===== config.mk =====
export PLATFORM = sky130hd
export DESIGN_NAME = ebi_ctl
export DESIGN_NICKNAME = d
export VERILOG_FILES = /design/src/ebi_ctl_pkg.sv /design/src/cycle_timer.sv /design/src/ebi_ctl.sv
export SDC_FILE = /design/constraint.sdc
export NUM_CORES = 1
export LEC_CHECK = 0
export BUFFER_PORTS_ARGS = -buffer_cell sky130_fd_sc_hd__buf_2
export CAP_MARGIN = 20
export CELL_PAD_IN_SITES_DETAIL_PLACEMENT = 0
export CELL_PAD_IN_SITES_GLOBAL_PLACEMENT = 2
export CORE_ASPECT_RATIO = 0.75
export CORE_MARGIN = 8
export CORE_UTILIZATION = 36
export CTS_BUF_LIST = sky130_fd_sc_hd__clkbuf_2 sky130_fd_sc_hd__clkbuf_4 sky130_fd_sc_hd__clkbuf_8
export DETAILED_ROUTE_END_ITERATION = 7
export PLACE_DENSITY_LB_ADDON = 0.12
export SYNTH_ARGS = -nofsm -noshare
export SYNTH_HDL_FRONTEND = slang
export SYNTH_SLANG_ARGS = --single-unit

===== constraint.sdc =====
create_clock -name pclk -period 11.3 [get_ports pclk]
set_clock_uncertainty 0.05 [all_clocks]
set_input_delay 1.13 -clock pclk [delete_from_list [all_inputs] [get_ports pclk]]
set_output_delay 1.13 -clock pclk [all_outputs]
set_load 0.05 [all_outputs]

===== src/ebi_ctl_pkg.sv =====
// How it works
// RULE_01: Refresh mode field: zero picks auto refresh, one picks self refresh.
// RULE_02: Clock-enable bit drives memory CKE; clear means power-down, set is reset default.
// RULE_03: Refresh interval field counts bus clocks between two refreshes.
// RULE_04: With refresh on, one auto-refresh issued per interval, no software help; the code issues none while in PWR_DOWN.
// RULE_05: Setting refresh activate starts periodic refresh for both SDRAM banks; the code runs it only in PWR_RUN.
// RULE_06: Wait input sampled on nth bus clock edge after strobe active cycle.
// RULE_07: Wait delay codes 00..11 select first to fourth rising edge.
// RULE_08: Endian flag bit zero is read-only and always reads one.
// RULE_09: ROM bank start address is base pointer shifted left by 18.
// RULE_10: Bank range is base plus coded size; reserved codes and 256M on 32-bit decode nothing.
// RULE_11: Page access code 0..7 gives 1..8 clocks, 8..15 gives 10..24 clocks.
package ebi_ctl_pkg;

	localparam logic [31:0] BUS_CTL_ADDR    = 32'hB000_1000;
	localparam logic [31:0] ROM_CTL_ADDR    = 32'hB000_1004;
	localparam logic [31:0] BUS_CTL_RESET   = 32'h0001_0001;
	localparam logic [31:0] ROM_CTL_RESET   = 32'h0000_0FF0;

	localparam int EXBE_LSB       = 24;
	localparam int EXBE_MSB       = 26;
	localparam int REF_ACT_BIT    = 18;
	localparam int REF_MODE_BIT   = 17;
	localparam int CKE_CTL_BIT    = 16;
	localparam int REF_CNT_LSB    = 3;
	localparam int REF_CNT_MSB    = 15;
	localparam int WAIT_DLY_LSB   = 1;
	localparam int WAIT_DLY_MSB   = 2;
	localparam int LITTLE_BIT     = 0;

	localparam int BASE_LSB       = 19;
	localparam int BASE_MSB       = 31;
	localparam int SIZE_LSB       = 15;
	localparam int SIZE_MSB       = 18;
	localparam int PAGE_LSB       = 8;
	localparam int PAGE_MSB       = 11;
	localparam int ACC_LSB        = 4;
	localparam int ACC_MSB        = 7;
	localparam int BOOTW_LSB      = 2;
	localparam int BOOTW_MSB      = 3;
	localparam int PGMODE_LSB     = 0;
	localparam int PGMODE_MSB     = 1;

	localparam int          BASE_SHIFT     = 18;
	localparam logic [4:0]  SIZE_LOG2_MIN  = 5'h12;
	localparam logic [2:0]  SIZE_HIGH_MAX  = 3'h2;
	localparam logic [1:0]  BOOTW_32       = 2'h2;
	localparam logic [3:0]  PAGE_LIN_MAX   = 4'h7;
	localparam logic [4:0]  PAGE_STEP_BASE = 5'h0A;

	typedef enum logic [1:0] {
		PWR_RUN,
		PWR_DOWN,
		PWR_SELF
	} sdram_pwr_t;

	typedef struct packed {
		logic cke;
		logic auto_refresh;
		logic self_refresh_entry;
		logic self_refresh_exit;
	} sdram_ctl_t;

	typedef struct packed {
		logic        hit;
		logic        size_error;
		logic [31:0] start;
	} rom_decode_t;

	typedef struct packed {
		logic valid;
		logic stall;
	} wait_result_t;

endpackage


===== src/cycle_timer.sv =====
module cycle_timer #(
	parameter int W = 13
) (
	input  wire logic         pclk,
	input  wire logic         presetn,
	input  wire logic         run,
	input  wire logic         load,
	input  wire logic [W-1:0] count,
	output logic              expire
);
	import ebi_ctl_pkg::*;

	typedef struct packed {
		logic [W-1:0] cnt;
	} timer_state_t;

	timer_state_t st_q;
	timer_state_t st_d;

	// Expire on the last cycle, so reloading then keeps the period exact
	assign expire = run && (st_q.cnt == W'(1));

	always_comb begin
		st_d = st_q;
		if (!run) begin
			st_d.cnt = '0;
		end else if (load) begin
			// Caller reloads on expire when it wants a periodic timer
			st_d.cnt = count;
		end else if (st_q.cnt != '0) begin
			st_d.cnt = st_q.cnt - W'(1);
		end
	end

	always_ff @(posedge pclk or negedge presetn) begin
		if (!presetn) begin
			st_q <= '0;
		end else begin
			st_q <= st_d;
		end
	end

endmodule


===== src/ebi_ctl.sv =====
module ebi_ctl (
	input  wire logic                     pclk,
	input  wire logic                     presetn,
	input  wire logic                     psel,
	input  wire logic                     penable,
	input  wire logic                     pwrite,
	input  wire logic [31:0]              paddr,
	input  wire logic [31:0]              pwdata,
	output logic [31:0]                   prdata,
	output logic                          pready,
	output logic                          pslverr,
	input  wire logic [1:0]               boot_width_strap,
	input  wire logic                     output_enable_n,
	input  wire logic [3:0]               byte_write_strobe_n,
	input  wire logic                     external_wait_n,
	input  wire logic [31:0]              mem_addr,
	input  wire logic                     page_access_start,
	output logic                          page_access_done,
	output logic [4:0]                    page_access_cycles,
	output ebi_ctl_pkg::sdram_ctl_t       sdram_ctl,
	output ebi_ctl_pkg::wait_result_t     wait_result,
	output ebi_ctl_pkg::rom_decode_t      rom_decode,
	output logic [2:0]                    io_byte_enable_mode,
	output logic [3:0]                    rom_access_cycles_code,
	output logic [1:0]                    rom_boot_width,
	output logic [1:0]                    rom_page_mode
);
	import ebi_ctl_pkg::*;

	typedef struct packed {
		logic [2:0]   exbe;
		logic         ref_act;
		logic         ref_mode;
		logic         cke_ctl;
		logic [12:0]  ref_cnt;
		logic [1:0]   wait_dly;
		logic [12:0]  base;
		logic [3:0]   size;
		logic [3:0]   page;
		logic [3:0]   acc;
		logic [1:0]   bootw;
		logic [1:0]   pgmode;
		logic         strap_taken;
		logic [31:0]  rdata;
		sdram_pwr_t   pwr;
		sdram_ctl_t   sd;
		logic         strobe_prev;
		logic [2:0]   wait_cnt;
		wait_result_t wres;
		rom_decode_t  dec;
		logic [4:0]   page_cyc;
		logic         page_done;
		logic         ref_was_run;
	} ctl_state_t;

	ctl_state_t st_q;
	ctl_state_t st_d;

	logic refresh_due;
	logic page_expire;
	logic ref_run;
	logic access;
	logic hit_bus;
	logic hit_rom;
	logic strobe_active;
	logic [5:0] size_info;

	// Little-endian flag is not stored, so no write can touch it
	function automatic logic [31:0] bus_word(input ctl_state_t s);
		logic [31:0] w;
		w = '0;
		w[EXBE_MSB:EXBE_LSB]         = s.exbe;
		w[REF_ACT_BIT]               = s.ref_act;
		w[REF_MODE_BIT]              = s.ref_mode;
		w[CKE_CTL_BIT]               = s.cke_ctl;
		w[REF_CNT_MSB:REF_CNT_LSB]   = s.ref_cnt;
		w[WAIT_DLY_MSB:WAIT_DLY_LSB] = s.wait_dly;
		w[LITTLE_BIT]                = 1'b1; // RULE_08
		return w;
	endfunction

	function automatic logic [31:0] rom_word(input ctl_state_t s);
		logic [31:0] w;
		w = '0;
		w[BASE_MSB:BASE_LSB]     = s.base;
		w[SIZE_MSB:SIZE_LSB]     = s.size;
		w[PAGE_MSB:PAGE_LSB]     = s.page;
		w[ACC_MSB:ACC_LSB]       = s.acc;
		w[BOOTW_MSB:BOOTW_LSB]   = s.bootw;
		w[PGMODE_MSB:PGMODE_LSB] = s.pgmode;
		return w;
	endfunction

	// Returns {valid, log2 of size in bytes}
	function automatic logic [5:0] size_decode(input logic [3:0] code, input logic [1:0] bw);
		logic [4:0] lg;
		logic       ok;
		lg = SIZE_LOG2_MIN + {2'h0, code[3:1]} + {1'b0, code[0], 3'h0}; // RULE_10
		ok = !code[0] || (code[3:1] < SIZE_HIGH_MAX) ||
			((code[3:1] == SIZE_HIGH_MAX) && (bw != BOOTW_32)); // RULE_10
		return {ok, lg};
	endfunction

	function automatic logic [4:0] page_decode(input logic [3:0] code);
		logic [4:0] c;
		if (code <= PAGE_LIN_MAX) begin
			c = {1'b0, code} + 5'h01; // RULE_11
		end else begin
			c = PAGE_STEP_BASE + {1'b0, code[2:0], 1'b0}; // RULE_11
		end
		return c;
	endfunction

	assign hit_bus = (paddr == BUS_CTL_ADDR);
	assign hit_rom = (paddr == ROM_CTL_ADDR);
	// No wait states; read data was captured in the setup cycle
	assign pready  = psel && penable;
	assign pslverr = psel && penable && !(hit_bus || hit_rom);
	assign access  = psel && penable && pready;
	assign prdata  = st_q.rdata;

	assign strobe_active = !output_enable_n || (byte_write_strobe_n != 4'hF);
	assign size_info     = size_decode(st_q.size, st_q.bootw);
	assign ref_run       = st_q.ref_act && (st_q.pwr == PWR_RUN); // RULE_05

	// One timer serves both banks since they share refresh timing
	cycle_timer #(
		.W (13)
	) u_refresh (
		.pclk    (pclk),
		.presetn (presetn),
		.run     (ref_run), // RULE_05
		.load    (refresh_due || (ref_run && !st_q.ref_was_run)), // RULE_04
		.count   (st_q.ref_cnt), // RULE_03
		.expire  (refresh_due)
	);

	cycle_timer #(
		.W (5)
	) u_page (
		.pclk    (pclk),
		.presetn (presetn),
		.run     (1'b1),
		.load    (page_access_start),
		.count   (st_q.page_cyc),
		.expire  (page_expire)
	);

	always_comb begin
		logic [32:0] start_ext;
		logic [32:0] offset;
		logic [32:0] span;
		start_ext = '0;
		offset    = '0;
		span      = '0;
		st_d      = st_q;

		// Register access
		if (psel && !penable) begin
			st_d.rdata = hit_bus ? bus_word(st_q) : (hit_rom ? rom_word(st_q) : 32'h0000_0000);
		end
		if (access && pwrite && hit_bus) begin
			st_d.exbe     = pwdata[EXBE_MSB:EXBE_LSB];
			st_d.ref_act  = pwdata[REF_ACT_BIT];
			st_d.ref_mode = pwdata[REF_MODE_BIT];
			st_d.cke_ctl  = pwdata[CKE_CTL_BIT];
			st_d.ref_cnt  = pwdata[REF_CNT_MSB:REF_CNT_LSB];
			st_d.wait_dly = pwdata[WAIT_DLY_MSB:WAIT_DLY_LSB];
		end
		if (access && pwrite && hit_rom) begin
			st_d.base   = pwdata[BASE_MSB:BASE_LSB];
			st_d.size   = pwdata[SIZE_MSB:SIZE_LSB];
			st_d.page   = pwdata[PAGE_MSB:PAGE_LSB];
			st_d.acc    = pwdata[ACC_MSB:ACC_LSB];
			st_d.bootw  = pwdata[BOOTW_MSB:BOOTW_LSB];
			st_d.pgmode = pwdata[PGMODE_MSB:PGMODE_LSB];
		end

		// Boot width strap caught once, the first edge after reset release
		if (!st_q.strap_taken) begin
			st_d.strap_taken = 1'b1;
			st_d.bootw       = boot_width_strap;
		end

		// SDRAM power state
		st_d.sd.self_refresh_entry = 1'b0;
		st_d.sd.self_refresh_exit  = 1'b0;
		unique case (st_q.pwr)
			PWR_RUN: begin
				if (st_q.ref_mode) begin
					st_d.pwr                   = PWR_SELF; // RULE_01
					st_d.sd.self_refresh_entry = 1'b1;
				end else if (!st_q.cke_ctl) begin
					st_d.pwr = PWR_DOWN; // RULE_02
				end
			end
			PWR_DOWN: begin
				if (st_q.ref_mode) begin
					st_d.pwr                   = PWR_SELF;
					st_d.sd.self_refresh_entry = 1'b1;
				end else if (st_q.cke_ctl) begin
					st_d.pwr = PWR_RUN; // RULE_02
				end
			end
			PWR_SELF: begin
				if (!st_q.ref_mode) begin
					st_d.pwr                  = st_q.cke_ctl ? PWR_RUN : PWR_DOWN; // RULE_01
					st_d.sd.self_refresh_exit = 1'b1;
				end
			end
			default: begin
				st_d.pwr = PWR_RUN;
			end
		endcase
		st_d.sd.cke = (st_d.pwr == PWR_RUN); // RULE_02
		// A refresh while CKE is low would be lost, so the timer only runs in the run state
		// Dropped when leaving the run state; self refresh covers it only on entry to PWR_SELF, not to PWR_DOWN
		st_d.sd.auto_refresh = refresh_due && (st_d.pwr == PWR_RUN); // RULE_04
		st_d.ref_was_run     = ref_run;

		// Wait sampling after a strobe goes active
		st_d.strobe_prev = strobe_active;
		st_d.wres.valid  = 1'b0;
		if (strobe_active && !st_q.strobe_prev) begin
			st_d.wait_cnt = {1'b0, st_q.wait_dly} + 3'h1; // RULE_07
		end else if (st_q.wait_cnt != 3'h0) begin
			st_d.wait_cnt = st_q.wait_cnt - 3'h1;
			if (st_q.wait_cnt == 3'h1) begin
				st_d.wres.valid = 1'b1; // RULE_06
				st_d.wres.stall = !external_wait_n; // RULE_06
			end
		end

		// ROM bank decode; base need not be aligned to size, hence the subtract
		start_ext        = {1'b0, 32'(st_q.base) << BASE_SHIFT}; // RULE_09
		offset           = {1'b0, mem_addr} - start_ext;
		span             = 33'h1 << size_info[4:0];
		st_d.dec.start   = start_ext[31:0];
		st_d.dec.size_error = !size_info[5];
		st_d.dec.hit     = size_info[5] && ({1'b0, mem_addr} >= start_ext) && (offset < span); // RULE_10

		// Page mode timing
		st_d.page_cyc  = page_decode(st_q.page); // RULE_11
		st_d.page_done = page_expire;
	end

	always_ff @(posedge pclk or negedge presetn) begin
		if (!presetn) begin
			st_q          <= '0;
			st_q.exbe     <= BUS_CTL_RESET[EXBE_MSB:EXBE_LSB];
			st_q.ref_act  <= BUS_CTL_RESET[REF_ACT_BIT];
			st_q.ref_mode <= BUS_CTL_RESET[REF_MODE_BIT];
			st_q.cke_ctl  <= BUS_CTL_RESET[CKE_CTL_BIT]; // RULE_02
			st_q.ref_cnt  <= BUS_CTL_RESET[REF_CNT_MSB:REF_CNT_LSB];
			st_q.wait_dly <= BUS_CTL_RESET[WAIT_DLY_MSB:WAIT_DLY_LSB];
			st_q.base     <= ROM_CTL_RESET[BASE_MSB:BASE_LSB];
			st_q.size     <= ROM_CTL_RESET[SIZE_MSB:SIZE_LSB];
			st_q.page     <= ROM_CTL_RESET[PAGE_MSB:PAGE_LSB];
			st_q.acc      <= ROM_CTL_RESET[ACC_MSB:ACC_LSB];
			st_q.bootw    <= ROM_CTL_RESET[BOOTW_MSB:BOOTW_LSB];
			st_q.pgmode   <= ROM_CTL_RESET[PGMODE_MSB:PGMODE_LSB];
			st_q.pwr      <= PWR_RUN;
			st_q.sd.cke   <= 1'b1;
		end else begin
			st_q <= st_d;
		end
	end

	assign sdram_ctl              = st_q.sd;
	assign wait_result            = st_q.wres;
	assign rom_decode             = st_q.dec;
	assign page_access_cycles     = st_q.page_cyc;
	assign page_access_done       = st_q.page_done;
	assign io_byte_enable_mode    = st_q.exbe;
	assign rom_access_cycles_code = st_q.acc;
	assign rom_boot_width         = st_q.bootw;
	assign rom_page_mode          = st_q.pgmode;

endmodule


==> results by group <==
Clock tree
  • CTS max path bufs: 2
  • CTS tree: done
  • Post-CTS Setup Inserts: 0
  • Clk_lat worst skew: 0.44 ns
  • Clock Pin Slew Worst Setup and Hold Paths: 0.10 ns
  • Root Buffer: clkbuf_8
  • PostCTS Resize Cnt: 0
  • Total clock sinks: 135
  • Post-CTS Hold Buffers: 0
  • TritonCTS Buffers: 17
  • H-tree levels: 4

Timing
  • Hold WS: 0.360 ns
  • Peak Freq: 0.228 GHz
  • Fin crit share: 0.388
  • Worst-margin pin slew: 1.02 ns
  • Unrepaired setup endpoints after global routing: no
  • Post-layout min period: 4.39 ns
  • Final WS setup: 6.91 ns
  • Final max-slew violation count: 0
  • TNS Setup: 0 ns
  • Slew margin rel.: 0.312
  • Hold Fails Final Rpt: 0
  • Setup violators final: 0

Synth
  • Cell variety after synth: 60
  • FFs w/ async S/R, synth: 1.00
  • Mean Syn Cell Area: 9.65 um^2
  • Most used flip-flop cell after synthesis: dfrtp_1
  • Number of synthesized flops with an enable pin: 0
  • Post-Syn Instances: 822
  • Yosys warning count: 0
  • Synth Cell Area: 7940 um^2
  • Seq/Total Area, Yosys: 0.427
  • FF+latch count, synth: 135

Detailed routing
  • Drt total wl: 22,600 um
  • Remaining DRCs: 0
  • Remaining antenna violation count: 0
  • WL/cell: 18.2 um
  • Avg Vias per Cell: 4.87
  • Pre-Repair DR Iteration Count: 4
  • First DRT Iteration DRCs: 358
  • DR vias: 6,042

Power and ir drop
  • P_leak: 0.00437 uW
  • Cell internal pwr: 725 uW
  • Switch share: 0.319
  • Sw Pwr: 340 uW
  • Maximum vdd ir drop: 0.0943 mV
  • Total power: 1070 uW
  • Comb pwr share: 0.157
  • Pwr per Cell Area: 119 nW/um^2
  • Seq pwr share: 0.477
  • Clock Power Share: 0.366

Hold path
  • Hold endpoint: rom_decode[21]
  • Hold Path Origin: st_d[28]
  • Hold depth: 0
  • Hold/Removal Path Class: flop to flop

Floorplanning
  • Rows: 47
  • Die W: 187 um
  • Die height: 145 um
  • IO Pins: 201
  • Starting Density: 0.363
  • Core area: 21,900 um^2
  • Die Area: 27,100 um^2

Placement
  • DP Worst Slack: 6.47 ns
  • Final Wtd Congestion: 0.912
  • Port-buffer cells: 181
  • DPL Wire Length: 17,500 um

Final layout
  • Final nets: 1,100
  • ANT cells: 0
  • Most frequent cells in the layout: 180 x buf_2, 125 x dfrtp_1, 115 x nand2_1
  • Filler instances: 2,253
  • Commonest non-fill, non-tap cell in the layout: buf_2
  • Synth-to-layout area growth: 12.8%
  • Share of cells above drive strength 1: 0.289
  • Core Util, Final: 0.409

Worst setup path
  • Worst Path Arrival: 4.68 ns
  • Largest fanout on the critical path: 4
  • WS Path Type: input pin to flop
  • Crit end category: flop
  • Worst r2r path cells: 15
  • Startpoint Class: input pin
  • R2r startpoint: st_d[25]
  • R2R Path End: rom_decode[33]
  • CP required: 11.59 ns
  • Reg2Reg Setup Slack: 7.30 ns

Global routing
  • Number of global-route vias before repair: 6,334
  • Congestion Overflow GR: 0
  • GRT Util Overall: 0.169
  • Initial antenna violation count: 2
  • Largest net degree at the start of global routing: 69
  • First-pass GRT wire length: 35,900 um

Run status
  • Status: completed

Flow run
  • Max Cap Violations: 0
==> registers in the layout, indices dropped and copies added, names as in the netlist <==
signal,count
u_page.st_q,5
rom_page_mode,2
rom_access_cycles_code,4
sdram_ctl,4
rom_boot_width,2
page_access_cycles,5
wait_result,2
st_q,34
prdata,32
io_byte_enable_mode,3
u_refresh.st_q,13
rom_decode,15
st_d,13
page_access_done,1
==> Yosys cell counts, types with 4 or more instances <==
master,n,area [um^2]
ha_1,55,688
o21ai_0,65,325
nand4_1,5,31.3
a211oi_1,12,90.1
buf_2,9,45.0
mux2i_1,9,90.1
a22oi_1,18,135
a21o_1,9,67.6
o21a_1,4,30.0
nor2b_1,12,75.1
o2111ai_1,4,35.0
xor2_1,8,70.1
inv_1,29,109
nand2b_1,11,68.8
and4_1,4,35.0
or4_1,6,45.0
dfstp_2,10,263
nor3_1,12,60.1
and2_1,7,43.8
nand2_1,115,432
clkbuf_1,19,71.3
dfrtp_1,125,3130
a21oi_1,27,135
xnor2_1,14,123
mux2_2,34,383
nor2_1,39,146
nand3_1,7,35.0
nor4_1,13,81.3
buf_4,88,661
==> worst max-delay path by stage <==
| stage | startpoint | end | slack, ns | depth (start not counted) |
|---|---|---|---|---|
| final | mem_addr[18] | rom_decode[33] | 6.91 | 17 |
| after global routing | mem_addr[18] | rom_decode[33] | 6.73 | 17 |
| after CTS | mem_addr[18] | rom_decode[33] | 6.95 | 17 |
| after detailed placement | mem_addr[18] | rom_decode[33] | 6.47 | 17 |
| after global placement | mem_addr[18] | rom_decode[33] | 6.55 | 17 |
| after floorplan | mem_addr[18] | rom_decode[33] | 6.84 | 16 |
==> power by group through the flow <==
stage	logic (uW)	clock network (uW)	registers, uW
after floorplan	115	0	521
after global placement	166	0	518
after detailed placement	169	0	517
after CTS	170	404	509
after global routing	187	428	510
final	168	390	509
==> cells by family after synthesis <==
group           after synthesis  synth area share
flops                       135             0.427
buf+inv                     148             0.115
xor+xnor                     22            0.0243
compound gates              161             0.127
simple gates                255             0.157
other cells                   2          0.000946
fa+ha+maj                    56            0.0892
mux                          43            0.0596
==> area by class of cell <==
cell class	instances	area [um^2]	share of cell area
inverter	29	109	0.0122
clock buffer	18	248	0.0277
tap	294	368	0.0411
multi-input combinational	565	3740	0.418
clock inverter	14	131	0.0147
sequential	135	3390	0.379
timing repair buffer	186	962	0.108
==> metrics by stage <==
stage                     area (um^2)  std cells
after floorplan                  8030        848
after global placement           8550       1208
after detailed placement         8570       1209
after CTS                        8950       1241
after global routing             8950       1241
final                            8950       1241
==> layer usage <==
metal  global-route usage  part of all wire
met3               0.0470             0.056
met5                    0            0.0010
met2                0.257              0.43
met4               0.0310            0.0033
met1                0.238              0.51
==> critical path, stage by stage <==
cell       delay [ns]
buf_2            0.10
inv_1            0.05
ha_1             0.16
inv_1            0.06
fa_1             0.40
a21o_1           0.21
nor2b_1          0.14
o31a_1           0.27
o21a_1           0.21
or3_1            0.36
nand4_1          0.12
ha_1             0.25
and4_1           0.17
a221o_1          0.32
a2111oi_0        0.39
o211ai_1         0.14
a211oi_1         0.20
No activity file was read; power rests on OpenSTA's default activity.
